===== config.mk =====
export PLATFORM = sky130hd
export DESIGN_NAME = fcr_floppy_cfg
export DESIGN_NICKNAME = d
export VERILOG_FILES = /design/src/verilog/fcr_pkg.sv /design/src/verilog/fcr_floppy_cfg.sv
export SDC_FILE = /design/constraint.sdc
export NUM_CORES = 1
export LEC_CHECK = 0
export BUFFER_PORTS_ARGS = -buffer_cell sky130_fd_sc_hd__buf_2
export CAP_MARGIN = 20
export CORE_MARGIN = 2
export CORE_UTILIZATION = 31
export CTS_CLUSTER_SIZE = 30
export DETAILED_ROUTE_END_ITERATION = 10
export PLACE_DENSITY = 0.63
export SLEW_MARGIN = 10
export SYNTH_ARGS = -nofsm -noshare
export SYNTH_HDL_FRONTEND = slang
export SYNTH_SLANG_ARGS = --single-unit

===== constraint.sdc =====
create_clock -name sys_clk -period 3 [get_ports sys_clk]
set_input_delay 0.15 -clock sys_clk [delete_from_list [all_inputs] [get_ports sys_clk]]
set_output_delay 0.15 -clock sys_clk [all_outputs]
set_load 0.005 [all_outputs]

===== src/verilog/fcr_pkg.sv =====
// Package for the floppy configuration register bank
package fcr_pkg;

	// ****************************************************************
	// Register indexes and reset values
	// ****************************************************************
	localparam logic [7:0] FCR_IDX_MODE   = 8'hf0;
	localparam logic [7:0] FCR_IDX_OPTION = 8'hf1;
	localparam logic [7:0] FCR_IDX_TYPE   = 8'hf2;
	localparam logic [7:0] FCR_IDX_LDN    = 8'h07;
	localparam logic [7:0] FCR_RST_MODE   = 8'h0e;
	localparam logic [7:0] FCR_RST_OPTION = 8'h00;
	localparam logic [7:0] FCR_RST_TYPE   = 8'hff;
	localparam logic [7:0] FCR_LDN_FLOPPY = 8'h00;

	// ****************************************************************
	// Configuration port addresses
	// ****************************************************************
	localparam logic [15:0] FCR_PORT_STRAP0 = 16'h002e;
	localparam logic [15:0] FCR_PORT_STRAP1 = 16'h004e;

	// ****************************************************************
	// Field layouts
	// ****************************************************************
	typedef struct packed {
		logic       tristate;
		logic       push_pull;
		logic       reserved5;
		logic       drive_pair_exchange;
		logic [1:0] iface_mode;
		logic       non_burst_dma;
		logic       enhanced_mode;
	} fcr_mode_t;

	typedef struct packed {
		logic [3:0] reserved7_4;
		logic [1:0] density_sel;
		logic       reserved1;
		logic       force_wp;
	} fcr_option_t;

	typedef struct packed {
		logic [1:0] drive_c;
		logic [1:0] drive_b;
		logic [1:0] drive_a;
	} fcr_types_t;

	localparam logic [1:0] FCR_DENS_FORCE1 = 2'h2;
	localparam logic [1:0] FCR_DENS_FORCE0 = 2'h3;

	// Drive controls toward the pins, active low like the pins
	typedef struct packed {
		logic drive0_select_n;
		logic drive1_select_n;
		logic motor0_on_n;
		logic motor1_on_n;
	} fcr_drive_t;

endpackage


===== src/verilog/fcr_floppy_cfg.sv =====
// Floppy configuration registers and their effect on the floppy pins
// What this block does
// - Power-on and host-bus reset restore defaults
// - Soft reset leaves these registers untouched
// - Mode bit 0 selects enhanced floppy mode
// - Mode bit 1 selects non-burst DMA
// - Mode bits 3:2 select interface mode
// - Mode bit 4 exchanges drive 0/1 outputs
// - Mode bit 6 selects push-pull over open-drain
// - Mode bit 7 tri-states floppy outputs
// - Bits 6,7 do not touch parallel-port floppy
// - Forced write-protect when either drive selected
// - Write-protect is OR of three terms
// - Forced write-protect also on parallel port
// - Option bits 3:2 force density output
// - Drive 0 is always the boot drive
// - Type register holds drive A/B codes
// - Type bits 5:4 keep written value
// - Config port at 0x02e or 0x04e by strap
`timescale 1ns/100ps

module fcr_floppy_cfg
	import fcr_pkg::*;
(
	input  wire logic        sys_clk,
	input  wire logic        arst_n,
	input  wire logic        host_bus_reset_n,
	input  wire logic        soft_reset,
	input  wire logic        config_port_strap,
	input  wire logic [15:0] port_base_new,
	input  wire logic        port_base_load,
	input  wire logic [15:0] io_addr,
	input  wire logic        io_wr,
	input  wire logic        io_rd,
	input  wire logic [7:0]  io_wdata,
	output logic      [7:0]  io_rdata,
	output logic             io_rvalid,
	output logic      [15:0] config_port_base,
	input  wire fcr_drive_t  core_drive,
	input  wire logic        core_density,
	input  wire logic        write_protect_in_n,
	input  wire logic        floppy_wp_disable,
	input  wire logic        pport_route,
	output logic             core_write_protect,
	output logic             floppy_status_a_wp,
	output fcr_drive_t       drive_out,
	output fcr_drive_t       drive_oe,
	output logic             density_out,
	output logic             density_oe,
	output fcr_drive_t       pport_drive_out,
	output logic             pport_density_out,
	output logic             enhanced_mode,
	output logic             non_burst_dma,
	output logic      [1:0]  iface_mode,
	output logic             boot_drive
);

	// ****************************************************************
	// Reset release
	// ****************************************************************
	logic rst_s1_q;
	logic rst_s2_q;
	logic hard_rst_n;

	always_ff @(posedge sys_clk or negedge arst_n) begin
		if (!arst_n) begin
			rst_s1_q <= 1'b0;
			rst_s2_q <= 1'b0;
		end else begin
			rst_s1_q <= 1'b1;
			rst_s2_q <= rst_s1_q;
		end
	end

	// Host-bus reset acts as a synchronous hard reset
	assign hard_rst_n = rst_s2_q && host_bus_reset_n;

	// ****************************************************************
	// Configuration port location
	// ****************************************************************
	logic [15:0] port_base_q;
	logic        strap_taken_q;

	always_ff @(posedge sys_clk or negedge arst_n) begin
		if (!arst_n) begin
			port_base_q   <= FCR_PORT_STRAP0;
			strap_taken_q <= 1'b0;
		end else if (!strap_taken_q && rst_s2_q) begin
			port_base_q   <= config_port_strap ? FCR_PORT_STRAP1
			                                   : FCR_PORT_STRAP0;
			strap_taken_q <= 1'b1;
		end else if (port_base_load) begin
			port_base_q <= port_base_new;
		end
	end

	assign config_port_base = port_base_q;

	// ****************************************************************
	// Index and data port access
	// ****************************************************************
	logic [7:0] index_q;
	logic [7:0] ldn_q;
	logic       idx_hit;
	logic       dat_hit;
	logic       fdd_sel;

	assign idx_hit = io_addr == port_base_q;
	assign dat_hit = io_addr == port_base_q + 16'h0001;
	assign fdd_sel = ldn_q == FCR_LDN_FLOPPY;

	always_ff @(posedge sys_clk or negedge arst_n) begin
		if (!arst_n) begin
			index_q <= 8'h00;
		end else if (io_wr && idx_hit) begin
			index_q <= io_wdata;
		end
	end

	always_ff @(posedge sys_clk or negedge arst_n) begin
		if (!arst_n) begin
			ldn_q <= FCR_LDN_FLOPPY;
		end else if (!hard_rst_n) begin
			ldn_q <= FCR_LDN_FLOPPY;
		end else if (io_wr && dat_hit && index_q == FCR_IDX_LDN) begin
			ldn_q <= io_wdata;
		end
	end

	// ****************************************************************
	// Floppy configuration registers
	// ****************************************************************
	fcr_mode_t   mode_q;
	fcr_option_t option_q;
	logic [7:0]  type_q;
	logic        cfg_wr;

	assign cfg_wr = io_wr && dat_hit && fdd_sel;

	// Soft reset is deliberately not an input to these registers
	always_ff @(posedge sys_clk or negedge arst_n) begin
		if (!arst_n) begin
			mode_q <= fcr_mode_t'(FCR_RST_MODE);
		end else if (!hard_rst_n) begin
			mode_q <= fcr_mode_t'(FCR_RST_MODE);
		end else if (cfg_wr && index_q == FCR_IDX_MODE) begin
			mode_q <= fcr_mode_t'(io_wdata);
		end
	end

	always_ff @(posedge sys_clk or negedge arst_n) begin
		if (!arst_n) begin
			option_q <= fcr_option_t'(FCR_RST_OPTION);
		end else if (!hard_rst_n) begin
			option_q <= fcr_option_t'(FCR_RST_OPTION);
		end else if (cfg_wr && index_q == FCR_IDX_OPTION) begin
			option_q <= fcr_option_t'(io_wdata);
		end
	end

	always_ff @(posedge sys_clk or negedge arst_n) begin
		if (!arst_n) begin
			type_q <= FCR_RST_TYPE;
		end else if (!hard_rst_n) begin
			type_q <= FCR_RST_TYPE;
		end else if (cfg_wr && index_q == FCR_IDX_TYPE) begin
			type_q <= io_wdata;
		end
	end

	// Read data
	always_ff @(posedge sys_clk or negedge arst_n) begin
		if (!arst_n) begin
			io_rdata  <= 8'h00;
			io_rvalid <= 1'b0;
		end else begin
			io_rvalid <= io_rd && (idx_hit || dat_hit);
			if (io_rd && idx_hit) begin
				io_rdata <= index_q;
			end else if (io_rd && dat_hit) begin
				if (index_q == FCR_IDX_LDN) begin
					io_rdata <= ldn_q;
				end else if (fdd_sel && index_q == FCR_IDX_MODE) begin
					io_rdata <= mode_q;
				end else if (fdd_sel && index_q == FCR_IDX_OPTION) begin
					io_rdata <= option_q;
				end else if (fdd_sel && index_q == FCR_IDX_TYPE) begin
					io_rdata <= type_q;
				end else begin
					io_rdata <= 8'h00;
				end
			end
		end
	end

	// ****************************************************************
	// Mode outputs to the controller core
	// ****************************************************************
	assign enhanced_mode = mode_q.enhanced_mode;
	assign non_burst_dma = mode_q.non_burst_dma;
	assign iface_mode    = mode_q.iface_mode;
	assign boot_drive    = 1'b0;

	// ****************************************************************
	// Write protect
	// ****************************************************************
	logic any_sel;
	logic wp_active;

	always_comb begin
		any_sel = !core_drive.drive0_select_n
		       || !core_drive.drive1_select_n;
		// Forcing holds for pin and parallel-port routing alike
		wp_active = (any_sel && option_q.force_wp)
		         || !write_protect_in_n
		         || floppy_wp_disable;
	end

	assign core_write_protect = wp_active;
	assign floppy_status_a_wp = wp_active;

	// ****************************************************************
	// Drive outputs, density and pin drivers
	// ****************************************************************
	fcr_drive_t swapped;
	logic       dens;

	always_comb begin
		swapped = core_drive;
		if (mode_q.drive_pair_exchange) begin
			swapped.drive0_select_n = core_drive.drive1_select_n;
			swapped.drive1_select_n = core_drive.drive0_select_n;
			swapped.motor0_on_n     = core_drive.motor1_on_n;
			swapped.motor1_on_n     = core_drive.motor0_on_n;
		end
		unique case (option_q.density_sel)
			FCR_DENS_FORCE1: dens = 1'b1;
			FCR_DENS_FORCE0: dens = 1'b0;
			default:         dens = core_density;
		endcase
	end

	// Open drain drives only the low level; tri-state drives nothing
	always_comb begin
		drive_out   = swapped;
		density_out = dens;
		if (mode_q.tristate || pport_route) begin
			drive_oe   = '0;
			density_oe = 1'b0;
		end else if (mode_q.push_pull) begin
			drive_oe   = '1;
			density_oe = 1'b1;
		end else begin
			drive_oe   = ~swapped;
			density_oe = !dens;
		end
	end

	// Parallel-port copy ignores bits 6 and 7
	assign pport_drive_out   = pport_route ? swapped : '1;
	assign pport_density_out = pport_route ? dens : 1'b1;

endmodule


==> results of run 1 <==
==> cell type report <==
type | count | share of cell area (%)
tap | 176 | 4.321
clock inverter | 4 | 0.4910
inverter | 8 | 0.5892
sequential | 68 | 33.76
timing repair buffer | 112 | 11.64
clock buffer | 12 | 5.033
multi-input combinational | 325 | 44.17
==> logic make-up after synthesis <==
kind of cell	after synthesis	share of synthesized area, %
AOI/OAI and AO/OA	67	12.87
xor gates and xnor gates	22	4.600
adders and majority gates	1	0.2986
buffers and inverters	40	5.197
DFF	68	41.07
muxes	51	12.46
other	2	0.1793
and+or+nand+nor	182	23.33
==> worst paths after layout <==
kind	from	end	slack (ns)	cells past startpoint
setup / recovery	config_port_base[1]	option_q[5]	0.30	8
hold reg to reg	rst_s1_q	rst_s2_q	0.35	0
setup reg to reg	config_port_base[1]	option_q[5]	0.30	8
min in group asynchronous	arst_n	config_port_base[15]	0.45	2
max in group asynchronous	arst_n	iface_mode[1]	1.69	3
hold / removal	port_base_new[3]	config_port_base[3]	0.01	2
==> cell usage in the layout (no fill, tap or decap), types with 5 or more instances in the layout <==
master       n
mux2_2       9
nand3_1     25
xor2_1       5
nor3_1       5
a2bb2oi_1    8
dfstp_2     15
nor4_1      11
o31ai_1      8
nand4_1     12
o21a_1       7
dfrtp_1     53
and3_1      10
a211o_1      6
o32ai_1      8
inv_1        8
nand2_1     51
xnor2_1     17
mux2i_1     42
nor2_1      34
a211oi_1     8
nor2b_1      6
buf_4       11
buf_2      100
a222oi_1     8
clkbuf_16    9
==> power breakdown <==
part / internal [uW] / total [uW] / switching [uW]
clock: 601 / 1010 / 409
sequential: 947 / 997 / 50.5
combinational: 141 / 327 / 186
==> stage by stage <==
step                      instances  setup slack, ns  instance area, sq um  power, uW  utilization (%)
after global routing            705          0.04268                  5096       2438            38.48
after global placement          688           0.3876                  4805       1328            36.28
after detailed placement        688           0.3328                  4805       1335            36.28
after floorplan                 433           0.5165                  4189       1197                -
after CTS                       705           0.3217                  5096       2361            38.48
final                           705           0.3019                  5096       2334            38.48
==> timing repair <==
| item | 4_1_cts | 5_1_grt |
|---|---|---|
| hold buffers | 1 | 0 |
| resized for setup | 0 | 0 |
| hold endpoints to repair | 26 | 0 |
==> flip-flops by register name, summed over array words and instances, names as in the netlist <==
signal,cells
config_port_base,16
enhanced_mode,1
iface_mode,2
index_q,8
io_rdata,8
io_rvalid,1
ldn_q,8
mode_q,4
non_burst_dma,1
option_q,8
rst_s1_q,1
rst_s2_q,1
strap_taken_q,1
type_q,8
==> worst register-to-register path, delay by kind of cell (launching register included) <==
family	cells	cell delay [ns]
AOI/OAI and AO/OA	1	0.28
adders and majority gates	1	0.24
DFF	1	0.59
muxes	2	0.37
and+or+nand+nor	4	1.15
==> layer usage <==
metal  wire, um  share of wire [%]  GRT usage [%]
met5          0                  0              0
met4        214                1.8          6.686
met1       5227                 44          22.84
met2       5620                 48          25.92
met3        752                6.4          4.292
==> results.py, run 1 <==
metrics = {
    "yosys": {
        "syn_nets": 490,
        "register_bit_total_from_synthesis": 68,
        "synth_edf_count": 0,
        "yosysSeqAreaShare_pct": 41.07,
        "synth.most_common_cell": "dfrtp_1",
        "yosys.area.top_type": "dfrtp_1",
        "postSynthCellCount": 433,
        "avgSynthCellArea_sq_um": 9.674,
        "syn_area_sq_um": 4189,
        "yosys_most_used_dff": "dfrtp_1",
        "ys_warn_count": 0,
        "synthDistinctLibCells": 56,
        "synthTopCellsByCount": "dfrtp_1 (53), nand2_1 (51), mux2i_1 (42)",
        "netlist_top_cells_area": "dfrtp_1 (32%), mux2i_1 (10%), dfstp_2 (9.4%)",
        "synth_top_area_share_pct": 31.66,
        "synth_async_sr_flop_share_pct": 100.0,
    },
    "worst_setup_path": {
        "path_delay_family": "simple AND/OR/NAND/NOR gates",
        "worstPathArrival_ns": 2.96,
        "critical_path.most_common_cell": "mux2i_1",
        "path_cells": "ha_1, nand4_1, nor4_1, mux2i_1, a221oi_1, and4_4, and3_4, mux2i_1",
        "crit_path_max_fanout": 8,
        "required_ns": 3.27,
        "timing.critical_path.from_type": "flop",
        "max_stage_delay_ns": 0.59,
        "worst-setup-path-type": "flop to flop",
        "critical_path.slowest_cell": "dfstp_2",
        "critical_path.endpoint_type": "flop",
        "critical_path.n_buffers_inverters": 0,
    },
    "placement": {
        "hpwl_after_detailed_placement_mm": 8.816,
        "port-buffer-count": 100,
        "finalWeightedCongestion": 0.9003,
    },
    "finish": {
        "n_antenna_cell": 0,
        "area_delta_synth_final_pct": 21.65,
        "fillers": 1330,
        "final_net_count": 581,
        "drive_gt1_share_pct": 31.00,
        "layout.area.seq_sq_um": 1720,
        "multi_input_comb_area_sq_um": 2251,
    },
    "drt": {
        "drt_first_pass_iters": 5,
        "post-route-drc-count": 0,
        "dr_total_vias": 3784,
        "average_detailed_routed_wire_length_per_instance_um": 16.76,
        "antenna_violating_nets_post_route": 0,
        "wirelength_mm": 11.82,
        "drt-initial-drc-count": 318,
        "post_drt_via_cell_ratio": 5.367,
    },
    "floorplan": {
        "fp-row-count": 42,
        "fp.coreArea_sq_um": 13240,
        "die_y_um": 120.2,
        "initial_core_util_pct": 31.63,
        "die_width_um": 120.2,
        "num_io_pins": 103,
        "die_area_sq_um": 14460,
    },
    "timing": {
        "grt_setup_unrepaired": "no",
        "worst_slew_pin_slew_ns": 0.8509,
        "finalHoldViolations": 0,
        "clock_skew_ns": 0.006413,
        "worst_hold_slack_ns": 0.01333,
        "min_period_ns": 2.698,
        "setup_viol_count_final": 0,
        "min_period_over_period_pct": 89.94,
        "max_clock_freq_mhz": 370.6,
        "timing_max_transition_violations_final": 0,
        "final.setup.tns_ns": 0,
        "worst_slew_margin_rel_pct": 43.27,
    },
    "job": {
        "maxcap_viol_count": 0,
    },
    "clock_tree": {
        "htreeDepth": 3,
        "clock_tree.buffer_depth": 2,
        "register_clock_pin_slew_on_the_reported_worst_setup_and_hold_paths_ns": 0.05,
        "cts_root_buf": "clkbuf_16",
        "tritoncts_num_sinks": 68,
        "tritoncts_clock_tree": "built",
        "worst_skew_pair.late_latency_ns": 0.35,
        "postCtsSetupRepairBufs": 0,
        "cts_inserted_buffers": 9,
    },
    "global_routing": {
        "number_of_antenna_violations_at_the_first_check_in_global_routing": 0,
        "grt.total_usage_pct": 16.89,
        "first_global_vias": 3627,
        "grt_overflow": 0,
        "grt_first_pass_wirelength_mm": 19.18,
        "maximum_number_of_pins_on_one_net_before_global_route_repair": 36,
    },
    "status": {
        "outcome": "finished, final reports clean",
    },
    "power_and_ir_drop": {
        "p_leak_uw": 0.002371,
        "power-per-cell-area_nw_per_um2": 458.0,
        "irDropWorstVdd_uv": 226.6,
    },
    "hold_path": {
        "hold_class": "primary input to flop",
    },
}
Power figures use the tool's default switching activity.
==> run 2, diff against run 1 <==
- REMOVE_ABC_BUFFERS: unset -> 1
==> results.py, run 2 (synthesized netlist as in run 1, its figures left out) <==
metrics = {
    "power_and_ir_drop": {
        "totalPowerFinal_uw": 2372,
        "netSwitchingFraction_pct": 27.09,
        "power.share.clock_pct": 44.3,
        "internal_power_uw": 1729,
        "p_switching_uw": 642.4,
        "share_comb_of_total_power_pct": 13.7,
        "share_seq_of_total_power_pct": 42.1,
        "power-per-cell-area_nw_per_um2": 465.2,
        "p_leak_uw": 0.002371,
        "irDropWorstVdd_uv": 309.1,
    },
    "global_routing": {
        "maximum_number_of_pins_on_one_net_before_global_route_repair": 69,
        "grt_first_pass_wirelength_mm": 19.24,
        "grt_overflow": 0,
        "number_of_antenna_violations_at_the_first_check_in_global_routing": 0,
        "grt.total_usage_pct": 16.83,
        "first_global_vias": 3700,
    },
    "timing": {
        "final.setup.tns_ns": 0,
        "max_clock_freq_mhz": 361.0,
        "finalHoldViolations": 1,
        "worst_hold_slack_ns": -0.002544,
        "min_period_over_period_pct": 92.34,
        "grt_setup_unrepaired": "no",
        "min_period_ns": 2.770,
        "final.setup.worst_slack_ns": 0.2298,
        "setup_viol_count_final": 0,
        "worst_slew_margin_rel_pct": 40.73,
        "worst_slew_pin_slew_ns": 0.8891,
        "timing_max_transition_violations_final": 0,
        "clock_skew_ns": 0.006560,
    },
    "clock_tree": {
        "cts_root_buf": "clkbuf_16",
        "worst_skew_pair.late_latency_ns": 0.34,
        "register_clock_pin_slew_on_the_reported_worst_setup_and_hold_paths_ns": 0.06,
        "clock_tree.buffer_depth": 2,
        "cts_inserted_buffers": 9,
        "cts-hold-fix-buffers": 0,
        "post_cts.resized_instances": 0,
        "tritoncts_num_sinks": 68,
        "htreeDepth": 3,
        "tritoncts_clock_tree": "built",
        "postCtsSetupRepairBufs": 0,
    },
    "status": {
        "violations": "design-rule violations, negative hold slack",
        "outcome": "complete, but fails checks",
    },
    "drt": {
        "dr_total_vias": 3754,
        "wirelength_mm": 11.85,
        "post-route-drc-count": 1,
        "average_detailed_routed_wire_length_per_instance_um": 16.84,
        "post_drt_via_cell_ratio": 5.332,
        "drt_first_pass_iters": 8,
        "drt-initial-drc-count": 261,
        "antenna_violating_nets_post_route": 0,
    },
    "placement": {
        "dp_worst_setup_slack_ns": 0.2542,
        "hpwl_after_detailed_placement_mm": 8.914,
        "finalWeightedCongestion": 0.8340,
        "port-buffer-count": 100,
    },
    "worst_setup_path": {
        "crit_path_max_fanout": 9,
        "path_cells": "ha_1, nand4_1, nor4_1, mux2i_1, a221oi_1, and4_4, o21a_1, a2bb2oi_1",
        "path_delay_family": "compound AO/OA/AOI/OAI gates",
        "required_ns": 3.26,
        "critical_path.endpoint_type": "flop",
        "worstPathArrival_ns": 3.03,
        "max_stage_delay_ns": 0.60,
        "critical_path.n_buffers_inverters": 0,
        "timing.critical_path.from_type": "flop",
        "critical_path.slowest_cell": "dfstp_2",
        "worst-setup-path-type": "flop to flop",
    },
    "floorplan": {
        "die_width_um": 120.2,
        "fp.coreArea_sq_um": 13240,
        "num_io_pins": 103,
        "initial_core_util_pct": 31.63,
        "die_area_sq_um": 14460,
        "fp-row-count": 42,
        "die_y_um": 120.2,
    },
    "finish": {
        "n_antenna_cell": 0,
        "final_common_cell": "buf_2",
        "drive_gt1_share_pct": 31.06,
        "area_delta_synth_final_pct": 21.68,
        "max_ffs_per_register": 16,
        "final_net_count": 580,
        "commonest_cells_after_routing_fill_and_taps_aside": "buf_2 (100), dfrtp_1 (53), nand2_1 (51), mux2i_1 (42), nor2_1 (34)",
    },
    "hold_path": {
        "hold_class": "primary input to asynchronous set/reset pin",
    },
    "job": {
        "maxcap_viol_count": 0,
    },
}
[run 2: final timing paths]
path | from | endpoint | slack [ns] | cells after the start
worst max-delay path | config_port_base[1] | io_rdata[0] | 0.23 | 8
worst min-delay path | arst_n | mode_q[6] | -0.003 | 2
worst max register to register | config_port_base[1] | io_rdata[0] | 0.23 | 8
worst min register to register | rst_s1_q | rst_s2_q | 0.35 | 0
max in group asynchronous | arst_n | config_port_base[4] | 2.42 | 2
min in group sys_clk | port_base_new[1] | config_port_base[1] | 0.03 | 2
[run 2: routing by layer]
| layer | global-route usage, % | wire length [um] | vias up |
|---|---|---|---|
| met1 | 20.89 | 5122 | 1798 |
| met2 | 29.19 | 5738 | 172 |
| met5 | 0 | 0 | - |
| met3 | 3.726 | 827 | 12 |
| li1 | - | - | 1772 |
| met4 | 5.160 | 164 | 0 |
[run 2: worst register-to-register path: stages (launching register included)]
cell and delay, ns:
dfstp_2 0.60, ha_1 0.25, nand4_1 0.22, nor4_1 0.29, mux2i_1 0.15, a221oi_1 0.28
and4_4 0.33, o21a_1 0.36, a2bb2oi_1 0.21
[run 2: power groups by stage]
stage                     Combinational, uW  Sequential, uW  Clock, uW
after global placement                  318            1010          0
final                                   324             998       1050
after floorplan                         166            1000          0
after global routing                    361            1000       1110
after detailed placement                325            1010          0
after CTS                               326             997       1080
[run 2: cell type report]
cell class | instances | area, sq um
clock buffers | 10 | 229.0
fillers | 1353 | 8145
repair buffers | 111 | 583.1
inverters | 8 | 30.03
flip-flops and latches | 68 | 1720
multi-input cells | 325 | 2251
well taps | 176 | 220.2
clock inverters | 6 | 63.81
[run 2: metrics by stage]
stage / hold slack (ns) / std cells / util (%) / cell area, sq um
finish: -0.002544 / 704 / 38.49 / 5097
global route: 0.03541 / 704 / 38.49 / 5097
CTS: 0.01853 / 704 / 38.49 / 5097
detailed placement: 0.3364 / 688 / 36.28 / 4805
global placement: 0.3322 / 688 / 36.28 / 4805
floorplan: -0.1456 / 401 / - / 4001
